## src/hdl/serial_master_unit_evt_cfg.svh

```systemverilog
// Purpose: Constants for the serial master event and interrupt registers
// Assumes: APB byte addresses, 32-bit data
// Notes:   Offsets are byte addresses within the peripheral
`ifndef SERIAL_MASTER_UNIT_EVT_CFG_SVH
`define SERIAL_MASTER_UNIT_EVT_CFG_SVH

`define AW            12
`define DW            32
`define NEV           5
`define OFF_STOPPED   12'h104
`define OFF_RX_DONE   12'h110
`define OFF_END       12'h118
`define OFF_TX_DONE   12'h120
`define OFF_STARTED   12'h14C
`define OFF_EVENT_TASK_SHORTCUTS    12'h200
`define OFF_IRQ_SET   12'h304
`define OFF_IRQ_CLR   12'h308
`define OFF_IRQ_STAT  12'h30C
`define BIT_FLAG      0
`define BIT_END_START 0
`define BIT_STOPPED   0
`define BIT_RX_DONE   1
`define BIT_END       2
`define BIT_TX_DONE   3
`define BIT_STARTED   4
`define RST_FLAG      1'b0
`define RST_SHORT     1'b0
`define RST_EVT       5'h00
`define RST_WORD      32'h0000_0000

`endif

```

## src/hdl/serial_master_unit_evt_pkg.sv

```systemverilog
// Purpose: Types for the serial master event and interrupt registers
// Assumes: Field order matches the enable register bit layout
// Notes:   Packed order puts the stopped event in bit 0
package serial_master_unit_evt_pkg;

  typedef struct packed {
    logic started;
    logic tx_done;
    logic end_both;
    logic rx_done;
    logic stopped;
  } evt_vec_s;

  typedef enum logic [1:0] {
    TRK_NONE,
    TRK_RX_SEEN,
    TRK_TX_SEEN
  } end_trk_e;

endpackage

```

## src/hdl/event_flag.sv

```systemverilog
// Purpose: One sticky event flag
// Assumes: Set and clear are single-cycle terms
// Notes:   Set wins over clear in the same cycle
`include "serial_master_unit_evt_cfg.svh"

module event_flag (
  input  wire logic sys_clk_i, // System clock
  input  wire logic rst_n_i,   // Async reset, active low
  input  wire logic set_i,     // Hardware event
  input  wire logic clr_i,     // Software clear
  output logic      flag_o     // Sticky flag
);

  logic flag_q;
  logic flag_d;

  // A late clear must not swallow a fresh event
  assign flag_d = set_i | (flag_q & ~clr_i);

  always_ff @(posedge sys_clk_i or negedge rst_n_i) begin
    if (!rst_n_i) begin
      flag_q <= `RST_FLAG;
    end else begin
      flag_q <= flag_d;
    end
  end

  assign flag_o = flag_q;

endmodule

```

## src/hdl/spi_master_event_irq_regs.sv

```systemverilog
// Purpose: Event flags, restart shortcut and interrupt enables of the serial master
// Assumes: Core event inputs are one-cycle pulses on sys_clk_i
// Notes:   APB slave with no wait states
//          Flag words: stopped 0x104, rx done 0x110, end 0x118,
//          tx done 0x120, started 0x14C; bit 0 only, write 1 sets, write 0 clears
//          Shortcut 0x200 bit 0 restarts the transfer on the end event
//          Enable set 0x304 and enable clear 0x308 both read the enables
//          Status 0x30C reads all five flags; write 1 clears a flag
//          Bit order of enables and status: stopped, rx done, end, tx done, started
//          A flag event in the cycle of its clear keeps the flag set
//          Irq output lags the flag and enable by one cycle
//          Unmapped offsets answer with an error, read 0 and drop writes
//
// The implementer's own choice: the APB slave port.
`include "serial_master_unit_evt_cfg.svh"

module spi_master_event_irq_regs (
  input  wire logic            sys_clk_i,      // System clock, 100 MHz
  input  wire logic            rst_n_i,        // Async reset, active low
  input  wire logic            psel,           // APB select
  input  wire logic            penable,        // APB enable
  input  wire logic            pwrite,         // APB direction
  input  wire logic [`AW-1:0]  paddr,          // APB byte address
  input  wire logic [`DW-1:0]  pwdata,         // APB write data
  output logic [`DW-1:0]       prdata,         // APB read data
  output logic                 pready,         // APB ready
  output logic                 pslverr,        // APB error
  input  wire logic            stop_task_i,    // Stop task issued
  input  wire logic            halted_i,       // Core has halted
  input  wire logic            rx_end_i,       // Receive buffer end reached
  input  wire logic            tx_end_i,       // Last transmit byte consumed
  input  wire logic            begin_i,        // Transaction has begun
  output logic                 start_task_o,   // Start task from shortcut
  output serial_master_unit_evt_pkg::evt_vec_s event_o,      // Event pulses
  output logic                 irq_o           // Interrupt request
);

  // Bus decode
  wire logic setup_ph;
  wire logic access_ph;
  wire logic wr_acc;
  wire logic hit_stopped;
  wire logic hit_rx_done;
  wire logic hit_end;
  wire logic hit_tx_done;
  wire logic hit_started;
  wire logic hit_event_task_shortcuts;
  wire logic hit_irq_set;
  wire logic hit_irq_clr;
  wire logic hit_irq_stat;
  wire logic hit_any;
  wire logic rd_setup;
  wire logic wr_event_task_shortcuts;
  wire logic wr_stat;
  wire logic bad_acc;

  // Address compare only; psel qualifies every use below
  assign setup_ph     = psel & ~penable;
  assign access_ph    = psel & penable;
  assign wr_acc       = access_ph & pwrite;
  assign hit_stopped  = (paddr == `OFF_STOPPED);
  assign hit_rx_done  = (paddr == `OFF_RX_DONE);
  assign hit_end      = (paddr == `OFF_END);
  assign hit_tx_done  = (paddr == `OFF_TX_DONE);
  assign hit_started  = (paddr == `OFF_STARTED);
  assign hit_event_task_shortcuts   = (paddr == `OFF_EVENT_TASK_SHORTCUTS);
  assign hit_irq_set  = (paddr == `OFF_IRQ_SET);
  assign hit_irq_clr  = (paddr == `OFF_IRQ_CLR);
  assign hit_irq_stat = (paddr == `OFF_IRQ_STAT);
  assign hit_any      = hit_stopped | hit_rx_done | hit_end
                      | hit_tx_done | hit_started | hit_event_task_shortcuts
                      | hit_irq_set | hit_irq_clr | hit_irq_stat;
  assign rd_setup     = setup_ph & ~pwrite;
  assign wr_event_task_shortcuts    = wr_acc & hit_event_task_shortcuts;
  assign wr_stat      = wr_acc & hit_irq_stat;
  assign bad_acc      = access_ph & ~hit_any;

  // Zero wait states keep the master simple
  assign pready  = 1'b1;
  assign pslverr = bad_acc;

  // Event sources
  serial_master_unit_evt_pkg::end_trk_e trk_q;
  serial_master_unit_evt_pkg::end_trk_e trk_d;
  logic                   stop_pend_q;
  logic                   stop_pend_d;
  wire logic              ev_stopped;
  wire logic              ev_end;
  wire logic              ev_tx_done;
  wire logic              ev_started;
  wire logic              ev_rx_done;
  wire logic              both_end;
  wire logic              rx_only;
  wire logic              tx_only;
  wire logic              rx_half;
  wire logic              tx_half;
  wire logic              trk_forget;
  wire logic              stop_seen;

  assign both_end   = rx_end_i & tx_end_i;
  assign rx_only    = rx_end_i & ~tx_end_i;
  assign tx_only    = tx_end_i & ~rx_end_i;
  assign rx_half    = (trk_q == serial_master_unit_evt_pkg::TRK_RX_SEEN);
  assign tx_half    = (trk_q == serial_master_unit_evt_pkg::TRK_TX_SEEN);
  assign trk_forget = begin_i & ~rx_end_i & ~tx_end_i;
  assign stop_seen  = stop_pend_q | stop_task_i;

  assign ev_stopped = halted_i & stop_seen;
  assign ev_rx_done = rx_end_i;
  assign ev_tx_done = tx_end_i;
  assign ev_started = begin_i;

  // Both ends in one cycle, or the second after the first
  assign ev_end = both_end
                | (rx_end_i & tx_half)
                | (tx_end_i & rx_half);

  // Remembers which buffer end came first in a transaction
  always_comb begin
    trk_d = trk_q;
    case (trk_q)
      serial_master_unit_evt_pkg::TRK_NONE: begin
        if (rx_only) begin
          trk_d = serial_master_unit_evt_pkg::TRK_RX_SEEN;
        end else if (tx_only) begin
          trk_d = serial_master_unit_evt_pkg::TRK_TX_SEEN;
        end
      end
      serial_master_unit_evt_pkg::TRK_RX_SEEN: begin
        if (tx_end_i) begin
          trk_d = serial_master_unit_evt_pkg::TRK_NONE;
        end
      end
      serial_master_unit_evt_pkg::TRK_TX_SEEN: begin
        if (rx_end_i) begin
          trk_d = serial_master_unit_evt_pkg::TRK_NONE;
        end
      end
      default: begin
        trk_d = serial_master_unit_evt_pkg::TRK_NONE;
      end
    endcase
    // A new transaction forgets half-finished ends
    if (trk_forget) begin
      trk_d = serial_master_unit_evt_pkg::TRK_NONE;
    end
  end

  // A stop in the halt cycle is consumed by that halt
  always_comb begin
    stop_pend_d = stop_pend_q;
    if (halted_i) begin
      stop_pend_d = 1'b0;
    end else if (stop_task_i) begin
      stop_pend_d = 1'b1;
    end
  end

  always_ff @(posedge sys_clk_i or negedge rst_n_i) begin
    if (!rst_n_i) begin
      trk_q       <= serial_master_unit_evt_pkg::TRK_NONE;
      stop_pend_q <= 1'b0;
    end else begin
      trk_q       <= trk_d;
      stop_pend_q <= stop_pend_d;
    end
  end

  // Sticky flags
  wire logic [`NEV-1:0] ev_vec;
  wire logic [`NEV-1:0] hit_flag;
  wire logic [`NEV-1:0] clr_flag;
  wire logic [`NEV-1:0] set_flag;
  wire logic [`NEV-1:0] wr_one;
  wire logic [`NEV-1:0] wr_zero;
  logic      [`NEV-1:0] flags;

  assign ev_vec[`BIT_STOPPED]   = ev_stopped;
  assign ev_vec[`BIT_RX_DONE]   = ev_rx_done;
  assign ev_vec[`BIT_END]       = ev_end;
  assign ev_vec[`BIT_TX_DONE]   = ev_tx_done;
  assign ev_vec[`BIT_STARTED]   = ev_started;

  assign hit_flag[`BIT_STOPPED] = hit_stopped;
  assign hit_flag[`BIT_RX_DONE] = hit_rx_done;
  assign hit_flag[`BIT_END]     = hit_end;
  assign hit_flag[`BIT_TX_DONE] = hit_tx_done;
  assign hit_flag[`BIT_STARTED] = hit_started;

  genvar gi;
  generate
    for (gi = 0; gi < `NEV; gi = gi + 1) begin : g_flag
      // Flag word: write 1 sets, write 0 clears; status word: write 1 clears
      assign wr_one[gi]   = wr_acc & hit_flag[gi] & pwdata[`BIT_FLAG];
      assign wr_zero[gi]  = wr_acc & hit_flag[gi] & ~pwdata[`BIT_FLAG];
      assign set_flag[gi] = ev_vec[gi] | wr_one[gi];
      assign clr_flag[gi] = wr_zero[gi] | (wr_stat & pwdata[gi]);
      event_flag u_flag (
        .sys_clk_i (sys_clk_i),
        .rst_n_i   (rst_n_i),
        .set_i     (set_flag[gi]),
        .clr_i     (clr_flag[gi]),
        .flag_o    (flags[gi])
      );
    end
  endgenerate

  // Shortcut and interrupt enables
  logic            end_start_q;
  logic            end_start_d;
  logic [`NEV-1:0] irq_en_q;
  logic [`NEV-1:0] irq_en_d;
  wire logic       wr_en_set;
  wire logic       wr_en_clr;

  assign wr_en_set = wr_acc & hit_irq_set;
  assign wr_en_clr = wr_acc & hit_irq_clr;

  always_comb begin
    end_start_d = end_start_q;
    if (wr_event_task_shortcuts) begin
      end_start_d = pwdata[`BIT_END_START];
    end
  end

  always_comb begin
    irq_en_d = irq_en_q;
    if (wr_en_set) begin
      irq_en_d = irq_en_d | pwdata[`NEV-1:0];
    end
    if (wr_en_clr) begin
      irq_en_d = irq_en_d & ~pwdata[`NEV-1:0];
    end
  end

  always_ff @(posedge sys_clk_i or negedge rst_n_i) begin
    if (!rst_n_i) begin
      end_start_q <= `RST_SHORT;
      irq_en_q    <= `RST_EVT;
    end else begin
      end_start_q <= end_start_d;
      irq_en_q    <= irq_en_d;
    end
  end

  // Restart rides on the same cycle as the end event
  assign start_task_o = ev_end & end_start_q;

  // Event pulses to the rest of the master
  assign event_o.stopped  = ev_stopped;
  assign event_o.rx_done  = ev_rx_done;
  assign event_o.end_both = ev_end;
  assign event_o.tx_done  = ev_tx_done;
  assign event_o.started  = ev_started;

  // Interrupt output, registered to avoid glitches
  logic                 irq_q;
  wire logic            irq_d;
  wire logic [`NEV-1:0] irq_pend;

  // Only an unmasked flag may raise the request
  assign irq_pend = flags & irq_en_q;
  assign irq_d    = |irq_pend;

  always_ff @(posedge sys_clk_i or negedge rst_n_i) begin
    if (!rst_n_i) begin
      irq_q <= 1'b0;
    end else begin
      irq_q <= irq_d;
    end
  end

  assign irq_o = irq_q;

  // Read mux
  wire logic [`DW-1:0] rd_flag;
  wire logic [`DW-1:0] rd_en;
  wire logic [`DW-1:0] rd_stat;
  wire logic [`DW-1:0] rd_short;
  wire logic [`DW-1:0] rd_word;
  logic      [`DW-1:0] prdata_q;
  logic      [`DW-1:0] prdata_d;
  wire logic [`NEV-1:0] flag_sel;
  wire logic            sel_en;
  wire logic            sel_stat;
  wire logic            sel_short;
  wire logic            sel_flag;

  assign rd_en    = {{(`DW-`NEV){1'b0}}, irq_en_q};
  assign rd_stat  = {{(`DW-`NEV){1'b0}}, flags};
  assign rd_short = {{(`DW-1){1'b0}}, end_start_q};
  assign flag_sel = flags & hit_flag;
  assign rd_flag  = {{(`DW-1){1'b0}}, |flag_sel};

  // And-or mux: the address hits never overlap
  assign sel_en    = hit_irq_set | hit_irq_clr;
  assign sel_stat  = hit_irq_stat;
  assign sel_short = hit_event_task_shortcuts;
  assign sel_flag  = |hit_flag;
  assign rd_word = ({`DW{sel_en}}    & rd_en)
                 | ({`DW{sel_stat}}  & rd_stat)
                 | ({`DW{sel_short}} & rd_short)
                 | ({`DW{sel_flag}}  & rd_flag);

  // Sampled in setup so the data stands through access
  always_comb begin
    prdata_d = prdata_q;
    if (rd_setup) begin
      prdata_d = hit_any ? rd_word : `RST_WORD;
    end
  end

  always_ff @(posedge sys_clk_i or negedge rst_n_i) begin
    if (!rst_n_i) begin
      prdata_q <= `RST_WORD;
    end else begin
      prdata_q <= prdata_d;
    end
  end

  assign prdata = prdata_q;

endmodule

```

## config.mk

```make
export PLATFORM = sky130hd
export DESIGN_NAME = spi_master_event_irq_regs
export DESIGN_NICKNAME = d
export VERILOG_FILES = /design/src/hdl/serial_master_unit_evt_pkg.sv /design/src/hdl/event_flag.sv /design/src/hdl/spi_master_event_irq_regs.sv
export VERILOG_INCLUDE_DIRS = /design/src /design/src/hdl
export SDC_FILE = /design/constraint.sdc
export NUM_CORES = 1
export LEC_CHECK = 0
export BUFFER_PORTS_ARGS = -buffer_cell sky130_fd_sc_hd__buf_4
export CAP_MARGIN = 40
export CORE_UTILIZATION = 39
export CTS_BUF_LIST = sky130_fd_sc_hd__clkbuf_16
export DETAILED_ROUTE_END_ITERATION = 6
export GPL_TIMING_DRIVEN = 0
export PLACE_DENSITY_LB_ADDON = 0.25
export SKIP_LAST_GASP = 1
export SLEW_MARGIN = 20
export SYNTH_ARGS = -nofsm -noshare
export SYNTH_HDL_FRONTEND = slang
export SYNTH_SLANG_ARGS = --single-unit
export TNS_END_PERCENT = 50
```

## constraint.sdc

```tcl
create_clock -name sys_clk_i -period 2.24 [get_ports sys_clk_i]
set_input_delay 0.112 -clock sys_clk_i [delete_from_list [all_inputs] [get_ports sys_clk_i]]
set_output_delay 0.112 -clock sys_clk_i [all_outputs]
set_load 0.01 [all_outputs]
```

Yosys cells after proc, flatten, opt, wreduce, memory -nomap -nowiden
Index checks and enable logic that the tools add are counted.
{"block": "word_totals", "mem_count": 0, "inputBits": 54, "mem_bits_rw": 0, "output_inout_bits": 41, "mem_bits_ro": 0, "register_bits": 47, "latchBits": 0}
{"block": "classes", "div_mod_pow": 0, "multipliers": 0, "order_cmp": 0, "shifts": 0, "reduce_logical": 6, "n_eq_ne": 14, "n_mux": 11, "add_sub_neg": 0, "n_bitwise": 93}
{"cell": "$or 32x32->32", "count": 3}
{"cell": "$and 32x1->32", "count": 2}
{"cell": "$and 32x5->32", "count": 2}
{"cell": "$eq 12x9->1 const B", "count": 5}
{"cell": "$eq 12x10->1 const B", "count": 4}
{"cell": "$and 1x1->1", "count": 43}
{"cell": "$mux 32", "count": 1}
{"cell": "$or 1x1->1", "count": 27}
{"cell": "$and 5x5->5", "count": 3}
{"cell": "$reduce_or 5->1", "count": 3}
{"cell": "$not 1->1", "count": 11}
{"cell": "$mux 2", "count": 5}
{"cell": "$mux 5", "count": 2}
{"cell": "$ne 3x2->1 const B", "count": 2}
{"cell": "$pmux 2 s3", "count": 1}
{"cell": "$not 5->5", "count": 1}
{"cell": "$or 5x5->5", "count": 1}
{"cell": "$ne 4x4->1 const B", "count": 1}
{"cell": "$reduce_and 3->1", "count": 1}
{"cell": "$eq 2x1->1 const B", "count": 1}
{"cell": "$eq 2x2->1 const B", "count": 1}
{"cell": "$logic_not 2->1", "count": 1}
{"cell": "$mux 1", "count": 2}
{"cell": "$reduce_bool 2->1", "count": 1}

Longest topological paths before layout
{"block": "depth", "ltp_word": 11, "mapped_depth": 6, "ltp_nobuf": 5}

Cells and area by module
A second synthesis with hierarchy kept.
{"block": "hier_totals", "cells_unflattened": 175, "area_unflattened_um2": 1535.2}
{"mod": "spi_master_event_irq_regs", "n_inst": 1, "cells_each": 160, "area_each_um2": 1353.8}
{"mod": "event_flag", "n_inst": 5, "cells_each": 3, "area_each_um2": 36.3}

Least setup slack after synthesis
No wires, ideal clock.
{"block": "synth_path", "path_kind": "in2reg", "from": "in paddr[7]", "to": "reg prdata_q[0] (netlist: prdata[0])", "stages": 6, "arrival_time_ns": 1.763, "t_required_ns": 2.154, "n_path_buf": 1, "path_slack_ns": 0.392, "path_cell_list": "or4_4 > or3_1 > buf_6 > nor4_4 > a22oi_1 > a32oi_1"}
{"block": "synth_between", "elab_chain_len": 10}
{"element": "start: declaration", "line": "spi_master_event_irq_regs.sv:23", "text": "input wire logic [`AW-1:0] paddr,"}
{"element": "$eq 12x9->1 (no source line)"}
{"element": "$or 1x1->1 (2 in series)", "line": "spi_master_event_irq_regs.sv:70", "text": "assign hit_any = hit_stopped | hit_rx_done | hit_end"}
{"element": "$or 1x1->1 (3 in series)", "line": "spi_master_event_irq_regs.sv:71", "text": "| hit_tx_done | hit_started | hit_event_task_shortcuts"}
{"element": "$or 1x1->1 (3 in series)", "line": "spi_master_event_irq_regs.sv:72", "text": "| hit_irq_set | hit_irq_clr | hit_irq_stat;"}
{"element": "$mux 32 (no source line) (*)"}
{"element": "end signal: assignment", "line": "spi_master_event_irq_regs.sv:315", "text": "prdata_q <= `RST_WORD;"}
{"element": "end signal: assignment", "line": "spi_master_event_irq_regs.sv:317", "text": "prdata_q <= prdata_d;"}
{"element": "end: declaration", "line": "spi_master_event_irq_regs.sv:281", "text": "logic [`DW-1:0] prdata_q;"}
Every way passes the cells marked *; elsewhere a longest branch is shown, timed or not.
A chain may end at the register's enable or synchronous reset.

Final worst setup path
{"block": "layout_path", "from": "in paddr[7]", "to": "out pslverr"}
{"block": "layout_between", "elab_chain_len": 11}
{"element": "$eq 12x9->1 (no source line)"}
{"element": "$or 1x1->1 (2 in series)", "line": "spi_master_event_irq_regs.sv:70"}
{"element": "$or 1x1->1 (3 in series)", "line": "spi_master_event_irq_regs.sv:71"}
{"element": "$or 1x1->1 (2 in series)", "line": "spi_master_event_irq_regs.sv:72"}
{"element": "$or 1x1->1 (*)", "line": "spi_master_event_irq_regs.sv:72"}
{"element": "$not 1->1 (*)", "line": "spi_master_event_irq_regs.sv:76", "text": "assign bad_acc = access_ph & ~hit_any;"}
{"element": "$and 1x1->1 (*)", "line": "spi_master_event_irq_regs.sv:76"}
{"element": "end: declaration", "line": "spi_master_event_irq_regs.sv:27", "text": "output logic pslverr,"}
Marks and branches as above.

==> summary.md <==
| Metric | Value |
|---|---|
| WL/cell | 11.5 µm |
| Post-synthesis adder-cell area fraction | 1.68% |
| Switching power | between 200 and 250 µW |
| Top cells by area, synth | dfrtp_1 34%, buf_4 17%, a21oi_1 6.4% |
| Initial antenna violation count | 0 |
| Die W | 63.8 µm |
| Crit path DAT | ~2.1 ns |
| Combinational Power Share | 19.4% |
| Clock Latency Late Sink | between 0.2 and 0.3 ns |
| Num Clock Sinks | 20 |
| Worst hold margin | approximately 0.0097 ns |
| CTS Buffer Depth | 2 |
| Area post-placement | 0.00194 mm² |
| Crit-path max cell delay | 0.54 ns |
| DRT Pass-1 Iters | 4 |
| GRT Util Overall | roughly 17% |
| Share of cells above drive strength 1 | 34.0% |
| Worst slack, placed | slightly above 0.03 ns |
| Mapped Area | 0.00149 mm² |
| Htree depth | 1 |
| Area leader, netlist | dfrtp_1 |
| CTS Buf Count | 3 |
| #FFs+latches synth | 20 |
| Post-synthesis mux area share | 0% |
| Fin. Hold Viols | 0 |
| Top delay family on crit path | simple AND/OR/NAND/NOR gates |
| DRC errors left | 0 |
| Clock skew | 0.00129 ns |
| Crit path max fanout | 6 |
| Crit end category | output pin |
| Worst min-delay path class | input pin to flip-flop |
| Fin crit share | between 90 and 100% |
| Critical path class | input pin to output pin |
| Port Buffers | 39 |
| Worst slew pin tran | 0.794 ns |
| Post-route cell area | approximately 0.0021 mm² |
| Setup crit start kind | input pin |
| Synth Area per Inst | about 8.5 µm² |
| CTS clock-pin slew for the worst setup and hold paths | around 0.06 ns |
| Critical-path cell list | buf_4 -> or4_4 -> or3_1 -> buf_6 -> nor4_4 -> a21oi_1 -> nor4b_1 -> buf_4 |
| Area Overhead vs Synth | 39.0% |
| GRT overflow | 0 |
| Initial drt markers | 81 |
| Ant diodes | 0 |
| Post-layout minimum cycle time | 2.21 ns |
| Initial Util | 40.7% |
| Die Ht | 63.8 µm |
| RSZ-0062 raised after global routing | false |
| Most common cell after layout, fill and taps aside | buf_4 |
| GPL Wtd Cong | 0.844 |
| Final nets | 304 |
| Seq/Total Area, Yosys | around 34% |
| CTS root buf | clkbuf_16 |
| Largest net degree at the start of global routing | 21 |
| Area share of the largest cell type after synthesis | between 30 and 40% |
| Max-slew headroom | a little under half |
| Commonest non-fill, non-tap cells in the layout | 74 x buf_4, 28 x conb_1, 20 x dfrtp_1 |
| Antenna-violating nets left | 0 |
| Final setup TNS | 0 ns |
| Worst path bufs/invs | 3 |
| Placement Rows | 22 |
| Maxcap violations | 0 |
| Clock network power share | 45.3% |
| P_int | roughly 830 µW |
| First-pass GRT wire length | ~5500 µm |
| CTS-repair resized insts | 0 |
| Status | finished clean |
| Final-report setup violation count | 0 |
| Dpl hpwl | roughly 2700 µm |
| Most numerous cell on the critical path | buf_4 |
| Vias | 1405 |
| Xor/xnor share of the synthesized area | less than 1% |
| Worst endpoint required time | 2.13 ns |
| Slew Viols, Final | 0 |
| Pleak | around 1.0 nW |
| CTS tree | yes |
| PnR worst setup slack | roughly 0.033 ns |
| Sequential Power Share | between 30% and 40% |
| Synth Warn # | 0 |
| Main combinational cell family by area after synthesis | simple AND/OR/NAND/NOR gates |
| Slowest cell on crit path | or4_4 |
| Number of library cell types mapped by synthesis | 38 |
| Worst IR Drop VDD | 533 µV |
| Synth Area in Compound Gates | 19.9% |
| Pwr dens | 523 mW/mm² |
| Simple-gate share of the synthesized area | 23.3% |
| Wirelength, routed | 3400 µm |
| Mapped Cells | 175 |
| Ports | 95 |
| Vias in the first global route | 1228 |
| Vias per cell | between 4 and 5 |
| Fmax | approximately 0.45 GHz |
| Core area | 0.00366 mm² |
| Die area | 0.00407 mm² |
| Sw Share | between 20% and 30% |
-- final cells by class --
type                       instances  area (µm²)
sequential                        20         500
multi-input combinational        135         782
tap                               48        60.1
clock buffer                       3        75.1
timing repair buffer              42         318
buffer                            36         267
clock inverter                     1        30.0
fill                             355        1590
inverter                          10        37.5
-- power groups by stage --
stage                     sequential (mW)  combinational [mW]  clock [mW]
after floorplan                     0.387               0.122           0
after global placement              0.387               0.206           0
after global routing                0.383               0.232       0.515
final                               0.382               0.210       0.491
after detailed placement            0.388               0.208           0
after CTS                           0.381               0.210       0.501
-- metrics by stage --
step	util (%)	instances	power (mW)
3_3_place_gp	53.0	288	0.593
2_1_floorplan	-	201	0.509
4_1_cts	56.1	293	1.09
3_5_place_dp	53.0	288	0.596
6_report	56.5	295	1.08
5_1_grt	56.5	295	1.13
-- routing by layer --
metal | wire, µm | track usage (%)
met1 | 1510 | 21.9
met2 | 1620 | 29.4
met3 | 224 | 4.29
met4 | 31 | 3.41
met5 | 0 | 0
-- Yosys cell counts --
cell type / n
buf_4: 33
dfrtp_1: 20
a21oi_1: 19
nand2_1: 13
o21ai_0: 11
inv_1: 10
nor2_1: 10
a22oi_1: 6
nor3_1: 6
nand3_1: 4
a32oi_1: 3
and3_1: 3
nand4_1: 3
nor2b_1: 3
nor4b_1: 3
clkbuf_1: 2
conb_1: 2
ha_1: 2
nor4_4: 2
o31a_1: 2
a21o_1: 1
a221o_1: 1
a222oi_1: 1
a311oi_1: 1
and4b_1: 1
buf_6: 1
nand3b_1: 1
nand4bb_1: 1
nor3b_1: 1
nor4_2: 1
nor4bb_1: 1
o211ai_1: 1
o21ai_1: 1
o311ai_0: 1
or3_1: 1
or3b_2: 1
or4_4: 1
xnor2_1: 1
-- repair_timing --
| action | in CTS | in global routing |
|---|---|---|
| endpoints found under the setup margin | 0 | 1 |
| buffers inserted | 0 | 2 |
| hold buffers | 1 | 0 |
| endpoints found under the hold margin | 20 | 0 |
-- path summary, 6_finish.rpt --
path,to,slack (ns),cells past startpoint,from
hold reg to reg,prdata[3],0.48,2,prdata[3]
max in group asynchronous,asynchronous set/reset pin,1.74,2,rst_n_i
setup / recovery,pslverr,0.03,8,paddr[7]
setup reg to reg,g_flag[2].u_flag.flag_o,1.05,4,trk_q[0]
min in group asynchronous,prdata[3],0.28,2,rst_n_i
hold / removal,stop_pend_q,0.01,2,halted_i
-- logic make-up (layout without fill, tap and decap cells) --
group,Yosys count,count (layout)
and+or+nand+nor,56,56
buffers and inverters,46,92
DFF,20,20
adders and majority gates,2,2
other,2,28
AOI/OAI and AO/OA,48,48
xor gates and xnor gates,1,1
No activity file was read; power rests on OpenSTA's default activity.
